$ cat src/hpcr_pkg.sv
/*
 * hpcr_pkg: offsets, field positions, reset values and codes for the hub
 * port configuration register bank.
 * assumes: byte-wide register space addressed by an 8-bit offset.
 */
`default_nettype none

package hpcr_pkg;
	// ***********************
	// register offsets
	// ***********************
	localparam logic [7:0] ADDR_CHARGE_EN = 8'hd0;
	localparam logic [7:0] ADDR_UP_BOOST = 8'hf6;
	localparam logic [7:0] ADDR_DN_BOOST = 8'hf8;
	localparam logic [7:0] ADDR_PIN_SWAP = 8'hfa;
	localparam logic [7:0] ADDR_PORT_MAP = 8'hfb;
	localparam logic [7:0] ADDR_STAT_CMD = 8'hff;

	// ***********************
	// field positions
	// ***********************
	localparam int CHARGE_P1_BIT = 1;
	localparam int CHARGE_P2_BIT = 2;
	localparam int UP_BOOST_LSB = 0;
	localparam int DN1_BOOST_LSB = 0;
	localparam int DN2_BOOST_LSB = 2;
	localparam int SWAP_UP_BIT = 0;
	localparam int SWAP_P1_BIT = 1;
	localparam int SWAP_P2_BIT = 2;
	localparam int MAP_P1_LSB = 0;
	localparam int MAP_P2_LSB = 4;
	localparam int CMD_ATTACH_BIT = 0;
	localparam int CMD_SOFT_RST_BIT = 1;
	localparam int NUM_LINES = 3;

	// ***********************
	// reset values and codes
	// ***********************
	localparam logic [7:0] RESET_BYTE = 8'h00;
	localparam logic [1:0] BOOST_RESET = 2'h0;
	localparam logic [3:0] MAP_DISABLED = 4'h0;
	localparam logic [3:0] MAP_LOGICAL_1 = 4'h1;
	localparam logic [3:0] MAP_LOGICAL_2 = 4'h2;
	localparam logic [1:0] LOGICAL_NONE = 2'h0;
	localparam logic [1:0] LOGICAL_ONE = 2'h1;
	localparam logic [1:0] LOGICAL_TWO = 2'h2;
endpackage

`default_nettype wire

$ cat src/hpcr_regs.sv
/*
 * hpcr_regs: configuration register bank of a two-downstream-port hub:
 * charge enables, drive boost, D+/D- swap, port remap, attach/write protect.
 * assumes: the serial management slave engine sits on sys_clk_in and presents
 * one byte access per strobe; remap_mode_in and the core line drives come
 * from logic on the same clock.
 */
// Function
// - charge enable: bit 2 port 2, bit 1 port 1, others reserved
// - upstream boost bits 1:0: normal, +4, +8, +12 percent
// - downstream boost bits 3:2 set port 2 drive, same encoding
// - downstream boost bits 1:0 set port 1 drive, bits 7:4 reserved
// - swap bits: 0 upstream, 1 port 1, 2 port 2, rest reserved
// - swap bit set routes D+ to DM pin and D- to DP pin
// - upper map nibble: 0001 logical 1, 0010 logical 2 for port 2
// - lower map nibble: 0000 disabled, 0001 logical 1, 0010 logical 2
// - map nibble codes 0011 to 1111 act as 0000
// - attach bit signals attach and blocks writes below ff until pin reset
// - soft reset bit restores defaults below ff and clears itself
`timescale 1ns/10ps
`default_nettype none

module hpcr_regs (
	input wire logic sys_clk_in,
	input wire logic reset_n_in,
	input wire logic [7:0] reg_addr_in,
	input wire logic reg_wr_en_in,
	input wire logic [7:0] reg_wdata_in,
	input wire logic reg_rd_en_in,
	output logic [7:0] reg_rdata_out,
	input wire logic remap_mode_in,
	input wire logic [2:0] core_dplus_in,
	input wire logic [2:0] core_dminus_in,
	output logic [2:0] pin_dp_out,
	output logic [2:0] pin_dm_out,
	output logic [1:0] charge_en_out,
	output logic [1:0] up_boost_out,
	output logic [1:0] dn1_boost_out,
	output logic [1:0] dn2_boost_out,
	output logic [2:0] swap_out,
	output logic [1:0] port1_logical_out,
	output logic [1:0] port2_logical_out,
	output logic usb_attach_out
);
	// ***********************
	// decode
	// ***********************
	function automatic logic [3:0] map_clean(input logic [3:0] code);
		map_clean = (code == hpcr_pkg::MAP_LOGICAL_1 || code == hpcr_pkg::MAP_LOGICAL_2) ?
			code : hpcr_pkg::MAP_DISABLED;
	endfunction

	function automatic logic [1:0] map_logical(input logic [3:0] code);
		map_logical = (code == hpcr_pkg::MAP_LOGICAL_1) ? hpcr_pkg::LOGICAL_ONE :
			(code == hpcr_pkg::MAP_LOGICAL_2) ? hpcr_pkg::LOGICAL_TWO : hpcr_pkg::LOGICAL_NONE;
	endfunction

	logic [1:0] charge_reg;
	logic [1:0] up_boost_reg;
	logic [3:0] dn_boost_reg;
	logic [2:0] swap_reg;
	logic [7:0] map_reg;
	logic attach_reg;
	logic soft_rst_reg;
	logic [2:0] pin_dp_reg;
	logic [2:0] pin_dm_reg;
	logic [7:0] rdata_reg;

	// everything below ff is locked once attached; ff itself stays open
	wire cfg_wr = reg_wr_en_in && !attach_reg && !soft_rst_reg;
	wire wr_charge = cfg_wr && reg_addr_in == hpcr_pkg::ADDR_CHARGE_EN;
	wire wr_up = cfg_wr && reg_addr_in == hpcr_pkg::ADDR_UP_BOOST;
	wire wr_dn = cfg_wr && reg_addr_in == hpcr_pkg::ADDR_DN_BOOST;
	wire wr_swap = cfg_wr && reg_addr_in == hpcr_pkg::ADDR_PIN_SWAP;
	wire wr_map = cfg_wr && reg_addr_in == hpcr_pkg::ADDR_PORT_MAP;
	wire wr_cmd = reg_wr_en_in && reg_addr_in == hpcr_pkg::ADDR_STAT_CMD;

	wire [3:0] map_p1 = map_clean(map_reg[hpcr_pkg::MAP_P1_LSB +: 4]);
	wire [3:0] map_p2 = map_clean(map_reg[hpcr_pkg::MAP_P2_LSB +: 4]);
	wire [1:0] p2_identity = (map_p2 == hpcr_pkg::MAP_DISABLED) ? hpcr_pkg::LOGICAL_NONE :
		hpcr_pkg::LOGICAL_TWO;

	wire [7:0] rd_mux =
		(reg_addr_in == hpcr_pkg::ADDR_CHARGE_EN) ? {5'h00, charge_reg, 1'b0} :
		(reg_addr_in == hpcr_pkg::ADDR_UP_BOOST) ? {6'h00, up_boost_reg} :
		(reg_addr_in == hpcr_pkg::ADDR_DN_BOOST) ? {4'h0, dn_boost_reg} :
		(reg_addr_in == hpcr_pkg::ADDR_PIN_SWAP) ? {5'h00, swap_reg} :
		(reg_addr_in == hpcr_pkg::ADDR_PORT_MAP) ? map_reg :
		(reg_addr_in == hpcr_pkg::ADDR_STAT_CMD) ? {6'h00, soft_rst_reg, attach_reg} :
		hpcr_pkg::RESET_BYTE;

	// ***********************
	// configuration registers
	// ***********************
	always_ff @(posedge sys_clk_in) begin
		if (!reset_n_in || soft_rst_reg) begin
			charge_reg <= 2'h0;
			up_boost_reg <= hpcr_pkg::BOOST_RESET;
			dn_boost_reg <= 4'h0;
			swap_reg <= 3'h0;
			map_reg <= hpcr_pkg::RESET_BYTE;
		end else begin
			if (wr_charge) begin
				charge_reg <= {reg_wdata_in[hpcr_pkg::CHARGE_P2_BIT], reg_wdata_in[hpcr_pkg::CHARGE_P1_BIT]};
			end
			if (wr_up) begin
				up_boost_reg <= reg_wdata_in[hpcr_pkg::UP_BOOST_LSB +: 2];
			end
			if (wr_dn) begin
				dn_boost_reg <= reg_wdata_in[3:0];
			end
			if (wr_swap) begin
				swap_reg <= reg_wdata_in[2:0];
			end
			if (wr_map) begin
				map_reg <= reg_wdata_in;
			end
		end
	end

	// ***********************
	// status and command
	// ***********************
	// attach only falls with the pin, so soft reset leaves it standing
	always_ff @(posedge sys_clk_in) begin
		if (!reset_n_in) begin
			attach_reg <= 1'b0;
			soft_rst_reg <= 1'b0;
		end else begin
			if (wr_cmd && reg_wdata_in[hpcr_pkg::CMD_ATTACH_BIT]) begin
				attach_reg <= 1'b1;
			end
			soft_rst_reg <= wr_cmd && reg_wdata_in[hpcr_pkg::CMD_SOFT_RST_BIT] && !soft_rst_reg;
		end
	end

	// ***********************
	// line routing and read data
	// ***********************
	genvar i;
	generate
		for (i = 0; i < hpcr_pkg::NUM_LINES; i++) begin : g_line
			always_ff @(posedge sys_clk_in) begin
				if (!reset_n_in) begin
					pin_dp_reg[i] <= 1'b0;
					pin_dm_reg[i] <= 1'b0;
				end else begin
					pin_dp_reg[i] <= swap_reg[i] ? core_dminus_in[i] : core_dplus_in[i];
					pin_dm_reg[i] <= swap_reg[i] ? core_dplus_in[i] : core_dminus_in[i];
				end
			end
		end
	endgenerate

	always_ff @(posedge sys_clk_in) begin
		if (!reset_n_in) begin
			rdata_reg <= hpcr_pkg::RESET_BYTE;
		end else if (reg_rd_en_in) begin
			rdata_reg <= rd_mux;
		end
	end

	assign reg_rdata_out = rdata_reg;
	assign pin_dp_out = pin_dp_reg;
	assign pin_dm_out = pin_dm_reg;
	assign charge_en_out = charge_reg;
	assign up_boost_out = up_boost_reg;
	assign dn1_boost_out = dn_boost_reg[hpcr_pkg::DN1_BOOST_LSB +: 2];
	assign dn2_boost_out = dn_boost_reg[hpcr_pkg::DN2_BOOST_LSB +: 2];
	assign swap_out = swap_reg;
	assign port1_logical_out = remap_mode_in ? map_logical(map_p1) : hpcr_pkg::LOGICAL_ONE;
	assign port2_logical_out = remap_mode_in ? map_logical(map_p2) : p2_identity;
	assign usb_attach_out = attach_reg;
endmodule // hpcr_regs

`default_nettype wire

$ cat config.mk
export PLATFORM = sky130hd
export DESIGN_NAME = hpcr_regs
export DESIGN_NICKNAME = d
export VERILOG_FILES = /design/src/hpcr_pkg.sv /design/src/hpcr_regs.sv
export SDC_FILE = /design/constraint.sdc
export NUM_CORES = 1
export LEC_CHECK = 0
export BUFFER_PORTS_ARGS = -buffer_cell sky130_fd_sc_hd__buf_2
export CAP_MARGIN = 20
export CORE_MARGIN = 2
export CORE_UTILIZATION = 42
export CTS_CLUSTER_DIAMETER = 120
export DETAILED_ROUTE_END_ITERATION = 7
export HOLD_SLACK_MARGIN = 0.02
export MAX_ROUTING_LAYER = met4
export PLACE_DENSITY = 0.71
export SETUP_SLACK_MARGIN = 0.02
export SYNTH_ARGS = -nofsm -noshare
export SYNTH_HDL_FRONTEND = slang
export SYNTH_SLANG_ARGS = --single-unit
$ cat constraint.sdc
create_clock -name sys_clk_in -period 3.5 [get_ports sys_clk_in]
set_clock_uncertainty 0.15 [all_clocks]
set_input_delay 0.35 -clock sys_clk_in [delete_from_list [all_inputs] [get_ports sys_clk_in]]
set_output_delay 0.35 -clock sys_clk_in [all_outputs]
set_load 0.01 [all_outputs]
==> metrics.md, run 1 <==
| Metric | Value |
|---|---|
| Outcome | finished clean |
| Max Root-Sink Buffers | 2 |
| Commonest cells post-synth | dfxtp_1, mux2i_1, nor2_1 |
| Mapped Cells | 177 |
| Hold slack final | 155 ps |
| Pin count of the biggest net entering global routing | 20 |
| Post-DP Area | 0.00196 sq mm |
| Number of routed nets with antenna violations | 0 |
| Compound-Gate Fraction of Synth Area | 0.100 |
| DR WL/cell | 14.4 microns |
| Final Hold Viols | 0 |
| Via count | 1475 |
| Synthesized area | 0.00166 sq mm |
| Total Routing Usage GR | 0.198 |
| Io pins | 57 |
| Root Buffer | clkbuf_8 |
| Initial antenna violation count | 0 |
| Clk slew on worst S/H paths | 70 ps |
| Slew @ Worst Pin | 745 ps |
| Leading area contributor after synthesis | dfxtp_1 |
| Nets | 258 |
| Gpl congestion | 0.833 |
| Total die area | 0.00447 sq mm |
| Max Cap Violations | 0 |
| Synth Area in XOR/XNOR | 0 |
| Die Y | 66.9 microns |
| Layout area overhead | 25.1% |
| Synth Area in Simple Gates | 0.272 |
| Cells after DPL | 272 |
| Clk_lat worst skew | 280 ps |
| Distinct cells, synth | 38 |
| CTS Buf Count | 5 |
| Ratio of cells with drive above 1 in the final layout | 0.289 |
| Crit path max fanout | 8 |
| DRC | 0 |
| Seq/Total Area, Yosys | 0.422 |
| CTS resizes | 0 |
| Pwr dens | 407 mW/mm^2 |
| Worst setup path startpoint | usb_attach_out$_SDFFE_PN0P_ |
| Net count after synthesis | 204 |
| Hold Path Class | in -> reg |
| Initial core utilization | 0.446 |
| Vias per inst | 5.27 |
| Crit path time final | 2170 ps |
| Startpoint types | register |
| Core Util, Final | 0.559 |
| Slew Limit Fails | 0 |
| Post-synth ARST share | 0 |
| Number of synthesized flops with an enable pin | 0 |
| Count of state elements after synthesis | 35 |
| Combinational family with the most area after synthesis | simple AND/OR/NAND/NOR gates |
| RSZ-0062 raised after global routing | no |
| Post-synth top area share | 0.422 |
| P_leak | 0.826 nW |
| Reg2reg start | usb_attach_out$_SDFFE_PN0P_ |
| Top cells by area, synth | dfxtp_1, mux2i_1, nor2_1 |
| Element type at the critical path end | register |
| Setup_tns | 0 ps |
| Most frequent cell after synthesis | dfxtp_1 |
| Final wirelength | 4.03 mm |
| Crit path DAT | 2160 ps |
| VDD IR max | 0.193 mV |
| Vias in the first global route | 1397 |
| Fin crit share | 0.621 |
| Setup-failing EPs final | 0 |
| Non-Filler Instances | 280 |
| Row Count | 22 |
| Dpl hpwl | 2.93 mm |
| Hold_buf cts | 0 |
| Post-synthesis adder-cell area fraction | 0 |
| Post-synth top flop | dfxtp_1 |
| Hold wc startpoint | reg_wdata_in[4] |
| TritonCTS clock tree | yes |
| First-pass GRT wire length | 6.53 mm |
| Ant diodes | 0 |
| Grt ovf | 0 |
| Synthesis Warnings | 0 |
| Post-CTS Setup Bufs | 0 |
| IO buf count | 56 |
| Data required time at the worst endpoint | 3490 ps |
| H-tree levels | 2 |
| Mux cell area share after synthesis | 0.169 |
| First DRT Iteration DRCs | 110 |
| Syn avg cell area | 9.37 sq um |
| Critical path class | reg -> reg |
| Sink Count | 35 |
| Core ar. | 0.00372 sq mm |
| Pre-antenna DRT Iters | 4 |
| Fmax achieved | 460 MHz |
| Slew HR | 0.504 |
| Fin area | 0.00208 sq mm |
| DIE WIDTH | 66.9 microns |
-- placed cells by master (no fill, tap or decap), drive strengths merged, types with 3 or more instances in the layout --
| master | netlist | routed |
|---|---|---|
| nand3 | 5 | 5 |
| o21ai | 4 | 4 |
| nand2 | 9 | 9 |
| nor3 | 3 | 3 |
| nand3b | 4 | 4 |
| nor4 | 8 | 8 |
| clkbuf | 7 | 6 |
| nand2b | 3 | 3 |
| buf | 2 | 56 |
| dfxtp | 35 | 35 |
| nor2 | 24 | 24 |
| nor2b | 9 | 9 |
| mux2i | 28 | 28 |
| inv | 5 | 5 |
| a21boi | 5 | 5 |
-- power breakdown --
group	total (W)	leakage (nW)	internal, W	switching [W]
logic	0.0000690	0.481	0.0000266	0.0000424
clock network	0.000371	0.0612	0.000230	0.000140
registers	0.000405	0.284	0.000403	0.00000143
-- worst max-delay path: stages, from the launching register on --
cell and delay [ps]:
dfxtp_1 330, or3b_1 520, nor4_4 710, mux2i_1 260, nor2_1 50
-- metal layers --
layer  track usage  up-vias  wire length [microns]  share of wire
met4        0.0587        0                     39         0.0097
met3        0.0372        5                    229          0.057
met1         0.273      674                   1890           0.47
met5             -        -                      0              0
met2         0.294       48                   1860           0.46
li1              -      748                      -              -
-- final timing paths --
| check | to | slack (ps) | cells past startpoint |
|---|---|---|---|
| worst max-delay path | map_reg[2]$_SDFFE_PP0P_ | 1330 | 4 |
| worst min-delay path | map_reg[4]$_SDFFE_PP0P_ | 160 | 3 |
| worst max register to register | map_reg[2]$_SDFFE_PP0P_ | 1330 | 4 |
| worst min register to register | reg_rdata_out[6]$_SDFFE_PN0P_ | 300 | 2 |
-- final cells by class --
type,count,area [sq um]
flip-flops and latches,35,701
repair buffers,56,280
inverters,5,18.8
clock buffers,6,82.6
clock inverters,2,35.0
well taps,48,60.1
fillers,353,1640
multi-input cells,128,898
-- stage by stage --
stage	setup slack, ps	total power, W
after floorplan	1510	0.000451
after global placement	1250	0.000482
after detailed placement	1220	0.000483
after CTS	1310	0.000852
after global routing	1200	0.000880
final	1330	0.000844
-- logic make-up after synthesis --
kind of cell	count (synthesis)
AO/OA/AOI/OAI	23
flip-flops	35
AND/OR/NAND/NOR	77
multiplexers	28
buffers and inverters	14
Power figures use the tool's default switching activity.
==> inputs of run 2 (changes only) <==
==> constraint.sdc (replaced) <==
create_clock -name sys_clk_in -period 2.2 [get_ports sys_clk_in]
set_clock_uncertainty 0.15 [all_clocks]
set_input_delay 0.22 -clock sys_clk_in [delete_from_list [all_inputs] [get_ports sys_clk_in]]
set_output_delay 0.22 -clock sys_clk_in [all_outputs]
set_load 0.01 [all_outputs]
==> metrics.md, run 2 (same netlist as run 1, synthesis figures left out) <==
| Metric | Value |
|---|---|
| Outcome | finished clean |
| Ratio of cells with drive above 1 in the final layout | 0.292 (+0.00358) |
| Most common cell after layout, fill and taps aside | buf_2 |
| DRC | 0 (unchanged) |
| H-tree levels | 2 (unchanged) |
| Setup-failing EPs final | 0 (unchanged) |
| CP top delay family | simple AND/OR/NAND/NOR gates |
| P_leak | 0.844 nW (+2.2%) |
| Vias per inst | 5.39 (+2.3%) |
| Via count | 1530 (+3.7%) |
| Grt ovf | 0 (unchanged) |
| Gpl congestion | 0.876 (+5.2%) |
| Crit path DAT | 2010 ps (-150 ps) |
| Total die area | 0.00447 sq mm (unchanged) |
| Initial core utilization | 0.446 (unchanged) |
| IO buf count | 56 (unchanged) |
| Fin area | 0.00211 sq mm (+1.7%) |
| Pre-antenna DRT Iters | 4 (unchanged) |
| Critical-path top delay cell | nor4_1 |
| Initial antenna violation count | 0 (unchanged) |
| Part of the power in registers | 0.478 (about the same) |
| Post-DP Area | 0.00197 sq mm (+0.77%) |
| Worst setup path startpoint | usb_attach_out$_SDFFE_PN0P_ |
| Die Y | 66.9 microns (unchanged) |
| Crit-path max cell delay | 570 ps (-140 ps) |
| Hold slack final | 25.4 ps (-130 ps) |
| Max Cap Violations | 0 (unchanged) |
| CTS Buf Count | 5 (unchanged) |
| Number of buffers and inverters on the critical path | 0 (unchanged) |
| Io pins | 57 (unchanged) |
| Pin count of the biggest net entering global routing | 20 (unchanged) |
| Data required time at the worst endpoint | 2200 ps (-1290 ps) |
| Fin crit share | 0.914 (+0.293) |
| Cell-internal power | 0.00105 W (+60%) |
| Critical Path, Cell by Cell | or3b_1, nor4_1, mux2i_1, nor2_1 |
| Startpoint types | register |
| Critical path class | reg -> reg |
| Sink Count | 35 (unchanged) |
| Slew Limit Fails | 0 (unchanged) |
| Clk pwr share | 0.438 (about the same) |
| Nets | 262 (+1.6%) |
| Root Buffer | clkbuf_8 |
| Number of routed nets with antenna violations | 0 (unchanged) |
| Slew @ Worst Pin | 699 ps (-45.2 ps) |
| Layout area overhead | 27.2% |
| RSZ-0062 raised after global routing | no |
| Hold wc startpoint | reg_wdata_in[4] |
| DIE WIDTH | 66.9 microns (unchanged) |
| Element type at the critical path end | register |
| Slew HR | 0.534 (+0.0301) |
| Crit path max fanout | 5 (-3) |
| Row Count | 22 (unchanged) |
| DR WL/cell | 14.0 microns (-2.3%) |
| Post-CTS Setup Bufs | 0 (unchanged) |
| Gate power share | 0.084 (+0.002) |
| Hold Path Class | in -> reg |
| Most frequent cells in the layout | buf_2, dfxtp_1, mux2i_1 |
| Max Root-Sink Buffers | 2 (unchanged) |
| Pwr dens | 638 mW/mm^2 (+57%) |
| Setup_tns | 0 ps (unchanged) |
| Vias in the first global route | 1377 (-1.4%) |
| Sw Ratio | 0.218 (-0.000299) |
| Core ar. | 0.00372 sq mm (unchanged) |
| Cells after DPL | 274 (+0.74%) |
| VDD IR max | 0.395 mV (+100%) |
| Non-Filler Instances | 284 (+1.4%) |
| Clk_lat worst skew | 290 ps (about the same) |
| TritonCTS clock tree | yes |
| Final Hold Viols | 0 (unchanged) |
| R2R setup slack | 190 ps (-1140 ps) |
| Fmax achieved | 497 MHz (+8.1%) |
| Reg2reg start | usb_attach_out$_SDFFE_PN0P_ |
| First-pass GRT wire length | 6.48 mm (-0.74%) |
| Crit path time final | 2010 ps (-163 ps) |
| Total Routing Usage GR | 0.201 (+0.00357) |
| Clk slew on worst S/H paths | 70 ps (about the same) |
| Ant diodes | 0 (unchanged) |
| Dpl hpwl | 2.97 mm (+1.3%) |
| NetSw | 0.000293 W (+59%) |
| Final wirelength | 3.99 mm (-0.89%) |
| First DRT Iteration DRCs | 101 (-8.2%) |
run 2: worst register-to-register path, cell delays in order (launching register included):
cell and delay [ps]:
dfxtp_1 330, or3b_1 530, nor4_1 570, mux2i_1 250, nor2_1 50
run 2: what timing repair did:
item,4_1_cts,5_1_grt
resized for setup,0,0
setup endpoints to repair,0,0
endpoints found under the hold margin,2,0
hold buffers,2,0
run 2: stage by stage:
stage	total power (W)	utilization	setup WS (ps)
2_1_floorplan	0.000718	-	212
3_3_place_gp	0.000767	0.531	271
3_5_place_dp	0.000768	0.531	198
4_1_cts	0.00136	0.568	198
5_1_grt	0.00141	0.568	80.3
6_report	0.00135	0.568	189
run 2: final cells by class:
class                      count  area, sq um
clock buffer                   6         82.6
fill                         353         1610
tap                           48         60.1
sequential                    35          701
clock inverter                 2         35.0
timing repair buffer          60          315
inverter                       5         18.8
multi-input combinational    128          898
run 2: power by group through the flow:
stage,Combinational (W),Sequential [W],Clock (W)
global route,0.000125,0.000644,0.000636
finish,0.000112,0.000644,0.000590
detailed placement,0.000110,0.000658,0
CTS,0.000112,0.000644,0.000607
global placement,0.000109,0.000658,0
floorplan,0.0000553,0.000663,0
run 2: layer usage:
layer	track usage	up-vias	part of all wire
met5	-	-	0
met4	0.0612	0	0.013
met3	0.0608	4	0.066
met2	0.309	50	0.47
met1	0.255	721	0.45
li1	-	755	-
run 2: worst paths after layout:
check | cells after the start | to
worst max-delay path | 4 | charge_en_out[0]$_SDFFE_PP0P_
worst min register to register | 2 | reg_rdata_out[6]$_SDFFE_PN0P_
worst max register to register | 4 | charge_en_out[0]$_SDFFE_PP0P_
worst min-delay path | 3 | map_reg[4]$_SDFFE_PP0P_
